==> src/inc/qcs_pkg.sv <==
// Shared types and constants for the four-channel counter read-out block.
// Assumes one clock domain; the event inputs come from logic on that clock.
package qcs_pkg;

  // Geometry
  localparam int QCS_NCH = 4;
  localparam int QCS_CHW = 2;
  localparam int QCS_CW  = 32;
  localparam int QCS_TW  = 16;
  localparam int QCS_SW  = 16;
  localparam int QCS_DW  = 8;

  // Status word bit positions
  localparam int QCS_B_FAULT = 7;
  localparam int QCS_B_CAPD  = 6;
  localparam int QCS_B_GO    = 5;
  localparam int QCS_B_LOD   = 4;
  localparam int QCS_B_EXT   = 3;
  localparam int QCS_B_UF    = 2;
  localparam int QCS_B_OF    = 1;
  localparam int QCS_B_NULL  = 0;

  // Command codes
  localparam logic [QCS_DW-1:0] QCS_LOAD_CORE_CMD    = 8'h01;
  localparam logic [QCS_DW-1:0] QCS_CAPTURE_CORE_CMD = 8'h02;

  // Reset and fill values
  localparam logic [QCS_CW:0]   QCS_CORE_RST = 33'h0_0000_0000;
  localparam logic [QCS_CW-1:0] QCS_CNT_MAX  = 32'hffff_ffff;
  localparam logic [QCS_CW-1:0] QCS_CNT_ZERO = 32'h0000_0000;
  localparam logic [QCS_TW-1:0] QCS_TS_ZERO  = 16'h0000;

  // Request kinds, one-hot
  typedef enum logic [2:0] {
    QCS_OP_COUNTS  = 3'h1,
    QCS_OP_STATUS  = 3'h2,
    QCS_OP_CONTROL = 3'h4
  } qcs_op_e;

  typedef struct packed {
    logic              valid;
    qcs_op_e           op;
    logic [QCS_CHW-1:0] chan;
    logic [QCS_DW-1:0] code;
    logic              want_ts;
  } qcs_req_s;

  typedef struct packed {
    logic              valid;
    logic              err;
    logic [QCS_CW-1:0] counts;
    logic [QCS_TW-1:0] tstamp;
    logic [QCS_SW-1:0] status;
  } qcs_rsp_s;

  // Per-channel single-cycle events from the decoder and trigger logic
  typedef struct packed {
    logic up;
    logic dn;
    logic fault;
    logic go_trig;
    logic auto_cap;
  } qcs_evt_s;

  typedef struct packed {
    logic [QCS_CW:0]   core;
    logic [QCS_CW-1:0] cap;
    logic [QCS_TW-1:0] ts;
    logic              fault;
    logic              capd;
    logic              go;
    logic              preloaded_flag;
    logic              uf;
    logic              of;
  } qcs_chan_s;

  typedef struct packed {
    qcs_chan_s [QCS_NCH-1:0] ch;
    qcs_rsp_s                rsp;
  } qcs_state_s;

endpackage : qcs_pkg

==> src/verilog/qcs_top.sv <==
// Four-channel 32-bit counter core with capture, time stamp and status
// read-out, serving requests from the module manager over the module port.
// Assumes requests and events are synchronous to i_clk.
`timescale 1ns/1ps

module qcs_top
  import qcs_pkg::*;
(
  // Clock and reset
  input  wire logic                         i_clk,
  input  wire logic                         i_resetn,
  // Module port request
  input  wire qcs_req_s                     i_req,
  // Per-channel counter events
  input  wire qcs_evt_s [QCS_NCH-1:0]       i_evt,
  // Per-channel first initial value register contents
  input  wire logic [QCS_NCH-1:0][QCS_CW-1:0] i_preload,
  // Time stamp base
  input  wire logic [QCS_TW-1:0]            i_tbase,
  // Module port answer
  output qcs_rsp_s                          o_rsp
);

  qcs_state_s state_ff;
  qcs_state_s nxt_state;

  // Assemble the status word of one channel
  function automatic logic [QCS_SW-1:0] status_word(input qcs_chan_s c);
    logic [QCS_SW-1:0] w;
    w = '0;
    w[QCS_B_FAULT] = c.fault;
    w[QCS_B_CAPD]  = c.capd;
    w[QCS_B_GO]    = c.go;
    w[QCS_B_LOD]   = c.preloaded_flag;
    w[QCS_B_EXT]   = c.core[QCS_CW];
    w[QCS_B_UF]    = c.uf;
    w[QCS_B_OF]    = c.of;
    w[QCS_B_NULL]  = (c.core[QCS_CW-1:0] == QCS_CNT_ZERO);
    return w;
  endfunction : status_word

  // One step of the 33-bit core, up or down
  function automatic logic [QCS_CW:0] step(input logic [QCS_CW:0] v,
                                           input logic dn);
    logic [QCS_CW:0] r;
    r = '0;
    if (dn) begin
      r = v - 33'h0_0000_0001;
    end else begin
      r = v + 33'h0_0000_0001;
    end
    return r;
  endfunction : step

  // Request decode
  logic rd_counts;
  logic rd_status;
  logic wr_ctrl;
  logic ctrl_load;
  logic ctrl_capture;

  always_comb begin
    rd_counts    = i_req.valid && (i_req.op == QCS_OP_COUNTS);
    rd_status    = i_req.valid && (i_req.op == QCS_OP_STATUS);
    wr_ctrl      = i_req.valid && (i_req.op == QCS_OP_CONTROL);
    ctrl_load    = wr_ctrl && (i_req.code == QCS_LOAD_CORE_CMD);
    ctrl_capture = wr_ctrl && (i_req.code == QCS_CAPTURE_CORE_CMD);
  end

  // Next state of all channels and of the answer
  always_comb begin
    qcs_chan_s c;
    logic      sel;
    c = '0;
    sel = 1'b0;
    nxt_state = state_ff;
    for (int i = 0; i < QCS_NCH; i++) begin
      c = state_ff.ch[i];
      sel = (i_req.chan == QCS_CHW'(i));
      if (rd_status && sel) begin
        c.fault = 1'b0;
        c.preloaded_flag   = 1'b0;
        c.uf    = 1'b0;
        c.of    = 1'b0;
      end
      if (rd_counts && sel) begin
        c.capd = 1'b0;
      end
      if ((ctrl_capture && sel) || i_evt[i].auto_cap) begin
        c.cap  = state_ff.ch[i].core[QCS_CW-1:0];
        c.ts   = i_tbase;
        c.capd = 1'b1;
      end
      if (ctrl_load && sel) begin
        c.core = {1'b0, i_preload[i]};
        c.preloaded_flag  = 1'b1;
      end else if (i_evt[i].up && !i_evt[i].dn) begin
        c.core = step(state_ff.ch[i].core, 1'b0);
        if (state_ff.ch[i].core[QCS_CW-1:0] == QCS_CNT_MAX) begin
          c.of = 1'b1;
        end
      end else if (i_evt[i].dn && !i_evt[i].up) begin
        c.core = step(state_ff.ch[i].core, 1'b1);
        if (state_ff.ch[i].core[QCS_CW-1:0] == QCS_CNT_ZERO) begin
          c.uf = 1'b1;
        end
      end
      if (i_evt[i].fault) begin
        c.fault = 1'b1;
      end
      if (i_evt[i].go_trig) begin
        c.go = 1'b1;
      end
      nxt_state.ch[i] = c;
    end
    // Answer is a one-cycle pulse per request
    nxt_state.rsp.valid  = i_req.valid;
    nxt_state.rsp.err    = wr_ctrl && !ctrl_load && !ctrl_capture;
    nxt_state.rsp.counts = QCS_CNT_ZERO;
    nxt_state.rsp.tstamp = QCS_TS_ZERO;
    nxt_state.rsp.status = '0;
    if (rd_counts) begin
      nxt_state.rsp.counts = state_ff.ch[i_req.chan].cap;
      if (i_req.want_ts) begin
        nxt_state.rsp.tstamp = state_ff.ch[i_req.chan].ts;
      end
    end
    if (rd_status) begin
      nxt_state.rsp.status = status_word(state_ff.ch[i_req.chan]);
    end
  end

  // State register
  always_ff @(posedge i_clk) begin
    if (!i_resetn) begin
      for (int i = 0; i < QCS_NCH; i++) begin
        state_ff.ch[i].core  <= QCS_CORE_RST;
        state_ff.ch[i].cap   <= QCS_CNT_ZERO;
        state_ff.ch[i].ts    <= QCS_TS_ZERO;
        state_ff.ch[i].fault <= 1'b0;
        state_ff.ch[i].capd  <= 1'b0;
        state_ff.ch[i].go    <= 1'b0;
        state_ff.ch[i].preloaded_flag   <= 1'b0;
        state_ff.ch[i].uf    <= 1'b0;
        state_ff.ch[i].of    <= 1'b0;
      end
      state_ff.rsp <= '0;
    end else begin
      state_ff <= nxt_state;
    end
  end

  // Answer straight from the state register
  assign o_rsp = state_ff.rsp;

  // Channel 0 request helpers for the checks
  logic ch0_st;
  logic ch0_ct;
  logic ch0_ld;
  logic ch0_cp;
  assign ch0_st = rd_status && (i_req.chan == QCS_CHW'(0));
  assign ch0_ct = rd_counts && (i_req.chan == QCS_CHW'(0));
  assign ch0_ld = ctrl_load && (i_req.chan == QCS_CHW'(0));
  assign ch0_cp = ctrl_capture && (i_req.chan == QCS_CHW'(0));

  // Reserved status bits read zero
  rsv_zero_a: assert property (
    @(posedge i_clk) disable iff (!i_resetn)
    o_rsp.valid |-> o_rsp.status[QCS_SW-1:QCS_DW] == '0)
    else $error("reserved status bits not zero");

  // Decoder fault survives a same-cycle status read
  fault_wins_a: assert property (
    @(posedge i_clk) disable iff (!i_resetn)
    i_evt[0].fault |=> state_ff.ch[0].fault)
    else $error("decoder fault not set");

  // Counts read clears capture flag
  capd_clear_a: assert property (
    @(posedge i_clk) disable iff (!i_resetn)
    ch0_ct && !i_evt[0].auto_cap |=> !state_ff.ch[0].capd)
    else $error("capture flag not cleared");

  // Trigger enable is set and held
  go_hold_a: assert property (
    @(posedge i_clk) disable iff (!i_resetn)
    i_evt[0].go_trig |=> state_ff.ch[0].go [*2])
    else $error("trigger flag lost");

  // Load takes preload value and flags it
  load_core_a: assert property (
    @(posedge i_clk) disable iff (!i_resetn)
    ch0_ld |=> state_ff.ch[0].preloaded_flag &&
      state_ff.ch[0].core[QCS_CW-1:0] == $past(i_preload[0]))
    else $error("preload not taken");

  // Extension bit reported in status
  ext_bit_a: assert property (
    @(posedge i_clk) disable iff (!i_resetn)
    ch0_st |=> o_rsp.status[QCS_B_EXT] == $past(state_ff.ch[0].core[QCS_CW]))
    else $error("extension bit wrong");

  // Overflow set on upward wrap
  ovf_set_a: assert property (
    @(posedge i_clk) disable iff (!i_resetn)
    state_ff.ch[0].core[QCS_CW-1:0] == QCS_CNT_MAX && i_evt[0].up &&
      !i_evt[0].dn && !ch0_ld |=> state_ff.ch[0].of &&
      state_ff.ch[0].core[QCS_CW-1:0] == QCS_CNT_ZERO)
    else $error("overflow not flagged");

  // Zero bit follows the live count
  null_bit_a: assert property (
    @(posedge i_clk) disable iff (!i_resetn)
    ch0_st |=> o_rsp.status[QCS_B_NULL] ==
      ($past(state_ff.ch[0].core[QCS_CW-1:0]) == QCS_CNT_ZERO))
    else $error("zero bit wrong");

  // Counts read returns the capture register
  counts_val_a: assert property (
    @(posedge i_clk) disable iff (!i_resetn)
    ch0_ct |=> o_rsp.valid && o_rsp.counts == $past(state_ff.ch[0].cap))
    else $error("counts not from capture register");

  // Status read clears underflow unless a new one arrives
  uf_clear_a: assert property (
    @(posedge i_clk) disable iff (!i_resetn)
    ch0_st && !(i_evt[0].dn && !i_evt[0].up) |=> !state_ff.ch[0].uf)
    else $error("underflow not cleared");

  // Status read clears the preloaded flag
  lod_clear_a: assert property (
    @(posedge i_clk) disable iff (!i_resetn)
    ch0_st |=> !state_ff.ch[0].preloaded_flag)
    else $error("preloaded flag not cleared");

  // Status read clears overflow unless a new one arrives
  of_clear_a: assert property (
    @(posedge i_clk) disable iff (!i_resetn)
    ch0_st && !(i_evt[0].up && !i_evt[0].dn) |=> !state_ff.ch[0].of)
    else $error("overflow not cleared");

  // Status read clears decoder fault unless a new one arrives
  fault_clear_a: assert property (
    @(posedge i_clk) disable iff (!i_resetn)
    ch0_st && !i_evt[0].fault |=> !state_ff.ch[0].fault)
    else $error("decoder fault not cleared");

  // Underflow set on downward wrap
  uf_set_a: assert property (
    @(posedge i_clk) disable iff (!i_resetn)
    state_ff.ch[0].core[QCS_CW-1:0] == QCS_CNT_ZERO && i_evt[0].dn &&
      !i_evt[0].up && !ch0_ld |=> state_ff.ch[0].uf &&
      state_ff.ch[0].core[QCS_CW-1:0] == QCS_CNT_MAX)
    else $error("underflow not flagged");

  // Capture command copies the core and flags it
  capd_set_a: assert property (
    @(posedge i_clk) disable iff (!i_resetn)
    ch0_cp |=> state_ff.ch[0].capd &&
      state_ff.ch[0].cap == $past(state_ff.ch[0].core[QCS_CW-1:0]))
    else $error("capture command not taken");

  // Automatic capture takes the time stamp base
  auto_cap_a: assert property (
    @(posedge i_clk) disable iff (!i_resetn)
    i_evt[0].auto_cap |=> state_ff.ch[0].capd &&
      state_ff.ch[0].ts == $past(i_tbase))
    else $error("automatic capture not taken");

  // Time stamp returned only when asked
  ts_read_a: assert property (
    @(posedge i_clk) disable iff (!i_resetn)
    ch0_ct |=> o_rsp.tstamp ==
      ($past(i_req.want_ts) ? $past(state_ff.ch[0].ts) : QCS_TS_ZERO))
    else $error("time stamp answer wrong");

  // Unknown control code is flagged
  bad_code_a: assert property (
    @(posedge i_clk) disable iff (!i_resetn)
    wr_ctrl && !ctrl_load && !ctrl_capture |=> o_rsp.valid && o_rsp.err)
    else $error("unknown code not flagged");

  // Status answer comes from the addressed channel
  chan_sel_a: assert property (
    @(posedge i_clk) disable iff (!i_resetn)
    rd_status && i_req.chan == QCS_CHW'(3) |=>
      o_rsp.status[QCS_B_GO] == $past(state_ff.ch[3].go) &&
      o_rsp.status[QCS_B_FAULT] == $past(state_ff.ch[3].fault))
    else $error("status from wrong channel");

endmodule : qcs_top

==> config.mk <==
export PLATFORM = sky130hd
export DESIGN_NAME = qcs_top
export DESIGN_NICKNAME = d
export VERILOG_FILES = /design/src/inc/qcs_pkg.sv /design/src/verilog/qcs_top.sv
export SDC_FILE = /design/constraint.sdc
export NUM_CORES = 1
export LEC_CHECK = 0
export BUFFER_PORTS_ARGS = -buffer_cell sky130_fd_sc_hd__buf_2
export CORE_ASPECT_RATIO = 0.75
export CORE_MARGIN = 8
export CORE_UTILIZATION = 55
export CTS_BUF_LIST = sky130_fd_sc_hd__clkbuf_4 sky130_fd_sc_hd__clkbuf_8
export CTS_CLUSTER_SIZE = 10
export DETAILED_ROUTE_END_ITERATION = 8
export HOLD_SLACK_MARGIN = 0.15
export PLACE_DENSITY = 0.75
export SYNTH_ARGS = -nofsm -noshare
export SYNTH_HDL_FRONTEND = slang
export SYNTH_SLANG_ARGS = --single-unit
==> constraint.sdc <==
create_clock -name i_clk -period 4.4 [get_ports i_clk]
set_input_delay 0.44 -clock i_clk [delete_from_list [all_inputs] [get_ports i_clk]]
set_output_delay 0.44 -clock i_clk [all_outputs]
set_load 0.1 [all_outputs]
# Yosys cells after proc, flatten, opt, wreduce, memory -nomap -nowiden
# Index checks and enable logic that the tools add are counted.
# word_totals
elab_cells,208
ff_bits,414
# classes
magnitude_cmp,1
eq_ne,12
n_bitwise,1
mux,62
n_addsub,8
n_reduce_logical,78
# op_table
op,count
33-bit 2-to-1 mux,8
87-bit binary-select mux with 2-bit select,1
32-bit logical NOT,5
"33-bit by 1-bit adder with 33-bit output, second input constant",4
"33-bit by 1-bit subtractor with 33-bit output, second input constant",4
"32-bit equality test, second input constant",4
32-bit 2-to-1 mux,4
87-bit 2-to-1 mux,1
1-bit 2-to-1 mux,40
2-bit nonzero test,16
1-bit logical AND,31
3-bit 2-to-1 mux,4
3-bit nonzero test,4
1-bit logical NOT,10
"8-bit by 1-bit equality test with 1-bit output, second input constant",1
"8-bit by 2-bit equality test with 1-bit output, second input constant",1
2-bit 2-to-1 mux,4
2-bit OR reduction,4
"2-bit equality test, second input constant",2
1-bit logical OR,4
2-bit AND reduction,2
"3-bit by 1-bit equality test with 1-bit output, second input constant",1
"3-bit by 2-bit equality test with 1-bit output, second input constant",1
"3-bit equality test, second input constant",1
other kinds (5),5

# Depth between registers and ports, before layout
# logic_depth
depth_word,8
mapped_depth,15

# Least setup slack after synthesis
# OpenSTA, ideal clock, no wires.
# synth_path
kind,input to register
startpoint,input i_evt[18] (netlist bit)
endpoint,register state_ff[410] (netlist bit)
cell_stages,14
t_arrival_ns,3.778
setup_slack_ns,0.508
required_ns,4.286
cell_sequence,inv_1 -> ha_1 -> inv_1 -> ha_1 -> a21o_1 -> a21o_1 -> a21o_1 -> a2111oi_4 -> a21oi_2 -> o41ai_4 -> nor2b_2 -> a221oi_2 -> xor2_1 -> a2111oi_0
# synth_between
elab_chain_len,4
elab_cells_between_ends,6
classes_between,mux: 2; reduce/logical: 4
# synth_rtl
element,line_no,text
from (decl),qcs_top.sv:15,"input wire qcs_evt_s [QCS_NCH-1:0] i_evt,"
1-bit logical NOT,qcs_top.sv:97,end else if (i_evt[i].up && !i_evt[i].dn) begin
1-bit logical AND,qcs_top.sv:97,
33-bit 2-to-1 mux,qcs_top.sv:97,
32-bit 2-to-1 mux,qcs_top.sv:94,if (ctrl_load && sel) begin
to (signal assigned),qcs_top.sv:149,state_ff <= nxt_state;
to (decl),qcs_top.sv:24,qcs_state_s state_ff;
# Several ways; a longest one is shown, not always the timed one.
# A chain may end at the register's enable or synchronous reset.

# Final worst setup path
# layout_path
startpoint,input i_evt[3] (netlist bit)
endpoint,register state_ff[151] (netlist bit)
# Same word-level chain as after synthesis.

==> summary.txt <==
CTS
  – Post-CTS setup buffer count: 0
  – Cts bufs inserted: 68
  – # clock sinks: 406
  – CTS tree: built
  – Skew-Pair Late Insertion Delay: 0.65 ns
  – Post-CTS sizing: 0
  – H-Tree Depth: 3
  – CTS Buffer Depth: 3
  – Root Driver: clkbuf_8
  – Worst-path clk slew: 0.06 ns

GRT
  – All-Layer GR Usage: 31.1%
  – First-pass GRT wire length: 128000 um
  – Grt total ovfl: 0
  – Antenna violations before repair: 1
  – Vias in the first global route: 22027
  – Largest net degree at the start of global routing: 199

Setup path
  – CP required: 4.95 ns
  – Kind of critical path: input port to flop
  – Crit end category: flop
  – Crit. Startpoint: i_evt[3]
  – Arrival @ worst endpoint: 4.06 ns
  – R2R Path Start: state_ff[381]
  – Worst-path fanout max: 18
  – CP Launch Type: input port

Outcome
  – Status: finished clean

STA
  – Final Max Slew Viols: 0
  – Worst-Margin Slew: 1.16 ns
  – Setup ws final: 0.885 ns
  – Tcrit/Tclk final: 79.9%
  – RSZ-0062 raised after global routing: false
  – Achievable Freq: 285 MHz
  – Clock Skews: 0.0332 ns
  – Worst rel slew slack: 21.8%
  – Setup TNS: 0 ns
  – Final Hold Vio Count: 0
  – Final hold slack: 0.173 ns
  – Crit path time final: 3.51 ns
  – Final setup fails: 0

Yosys
  – Yosys warns: 0
  – Post-synth EDFFs: 0
  – Synth cell types: 84
  – Seq/Total Area, Yosys: 33.9%
  – Post-synth top flop: dfxtp_1
  – Syn Inst Count: 2897
  – Yosys reg bits: 406
  – Fraction of registers with async set/reset: 0%
  – Synth Area per Inst: 8.28 um2
  – Cell area after synthesis: 24000 um2

Pwr
  – PD cells: 501 nW/um2
  – Leakage power: 0.0121 uW
  – Net Sw Power: 5480 uW
  – Switch share: 39.0%
  – VDD IR-drop max: 0.000302 V
  – Overall power: 14100 uW
  – Int Power: 8580 uW
  – Gate power share: 39.3%
  – Sequential power share: 34.8%
  – Clock share of power: 25.9%

Drt
  – Vias per cell: 6.19
  – Final wirelength: 82600 um
  – DRT Pass-1 Iters: 7
  – DR WL/cell: 21.8 um
  – Initial DRC Count: 2401
  – Via count: 23445
  – DRC violations left: 0
  – Post-route antenna net violation count: 0

Floorplan
  – Rows: 66
  – Die Wd: 257 um
  – IO Pins: 247
  – DIE HEIGHT: 197 um
  – Die area: 50600 um2
  – Core area: 43200 um2
  – Initial Util: 55.5%

Hold path
  – Hold WC Path Type: input port to flop
  – Hold wc startpoint: i_preload[80]

Place
  – Setup WS pre-CTS: 0.323 ns
  – GPL Wtd Cong: 0.949
  – Area post-placement: 25200 um2
  – Hpwl dp: 59700 um
  – I/O Buffers: 238

Finish
  – Filler cell count: 3685
  – Layout cells sized above 1: 15.6%
  – Final Net Count: 3486
  – Final Cell Area: 28100 um2
  – Layout area overhead: 17.1%

Job
  – # Max-Cap Violations: 0
power groups by stage:
stage / combinational (uW) / clock, uW / sequential [uW]
floorplan: 4210 / 0 / 4550
global placement: 5250 / 0 / 4920
detailed placement: 5300 / 0 / 4930
CTS: 5430 / 3680 / 4850
global route: 6060 / 3850 / 4910
finish: 5530 / 3640 / 4900
cells by family after synthesis:
| logic type | after synthesis | share of synthesized area (%) |
|---|---|---|
| buf+inv | 290 | 5.64 |
| mux | 59 | 5.38 |
| fa+ha+maj | 144 | 7.64 |
| other cells | 1 | 0.0156 |
| xor+xnor | 111 | 4.05 |
| flops | 406 | 33.9 |
| compound gates | 880 | 24.3 |
| simple gates | 1006 | 19.1 |
synth_stat cells (50+ instances only):
cell type / instances / share of area [%]
nor2_1: 105 / 1.6
a21o_1: 81 / 2.5
o21ai_0: 101 / 2.1
clkbuf_1: 149 / 2.3
and3_1: 71 / 1.9
a21boi_1: 98 / 3.1
ha_1: 140 / 7.3
xnor2_1: 57 / 2.1
xor2_1: 54 / 2.0
nand4_1: 57 / 1.5
buf_4: 66 / 2.1
nand2_1: 572 / 9.0
dfxtp_1: 406 / 34
o211ai_1: 50 / 1.6
mux4_2: 56 / 5.3
inv_1: 52 / 0.81
a21oi_1: 294 / 6.1
timing repair:
| action | 4_1_cts | 5_1_grt |
|---|---|---|
| hold buffers | 142 | 0 |
| endpoints found under the setup margin | 0 | 0 |
| endpoints found under the hold margin | 187 | 0 |
registers in the layout, summed over array words and instances (netlist names):
name,flops
state_ff,348
o_rsp,58
final timing paths:
check                       end  slack [ns]  cells after the start
hold / removal    state_ff[310]        0.17                      3
setup / recovery  state_ff[151]        0.89                     15
setup reg to reg  state_ff[413]        0.98                     12
hold reg to reg   state_ff[260]        0.45                      2
routing by layer:
layer | global-route usage (%) | share of wire (%) | vias to the layer above
met2 | 48.0 | 44 | 1124
met4 | 8.81 | 2.8 | 0
li1 | - | - | 10934
met5 | 0 | 0 | -
met3 | 6.03 | 9.3 | 164
met1 | 44.0 | 44 | 11223
area by class of cell:
| type | instances | area [um2] | share of cell area, % |
|---|---|---|---|
| flip-flops and latches | 406 | 8130 | 28.9 |
| multi-input cells | 2208 | 14600 | 52.0 |
| repair buffers | 424 | 2960 | 10.6 |
| clock inverters | 17 | 170 | 0.606 |
| inverters | 53 | 200 | 0.713 |
| clock buffers | 103 | 1290 | 4.58 |
| well taps | 578 | 723 | 2.58 |
| diodes | 1 | 2.50 | 0.00891 |
placed cells by master (no fill, tap or decap), types with 44 or more instances in the layout:
| master | Yosys | layout |
|---|---|---|
| buf_4 | 66 | 44 |
| a21oi_1 | 294 | 291 |
| nand4_1 | 57 | 57 |
| nor2_1 | 105 | 99 |
| xnor2_1 | 57 | 57 |
| dfxtp_1 | 406 | 406 |
| mux4_2 | 56 | 56 |
| ha_1 | 140 | 140 |
| buf_2 | 12 | 236 |
| xor2_1 | 54 | 54 |
| inv_1 | 52 | 52 |
| a21boi_1 | 98 | 98 |
| a21o_1 | 81 | 81 |
| clkbuf_8 | 0 | 82 |
| and3_1 | 71 | 71 |
| o211ai_1 | 50 | 50 |
| dlygate4sd3_1 | 0 | 142 |
| nand2_1 | 572 | 572 |
| o21ai_0 | 101 | 101 |
through the flow:
stage | utilization (%) | cells
after floorplan | - | 2904
after global placement | 58.3 | 3527
after detailed placement | 58.3 | 3527
after CTS | 65.0 | 3789
after global routing | 65.0 | 3790
final | 65.0 | 3790
worst max-delay path, cell delays in order:
cell and delay [ns]:
buf_2 0.11, inv_1 0.05, ha_1 0.32, inv_1 0.38, ha_1 0.54, nand2_1 0.09
o21ai_0 0.30, nor3b_1 0.10, a2111o_1 0.49, a211oi_1 0.43, a31oi_1 0.19, a21oi_1 0.22
nor4_1 0.06, a31o_1 0.22, o21ai_1 0.12
Note: power is estimated with default switching activity, not from simulation.
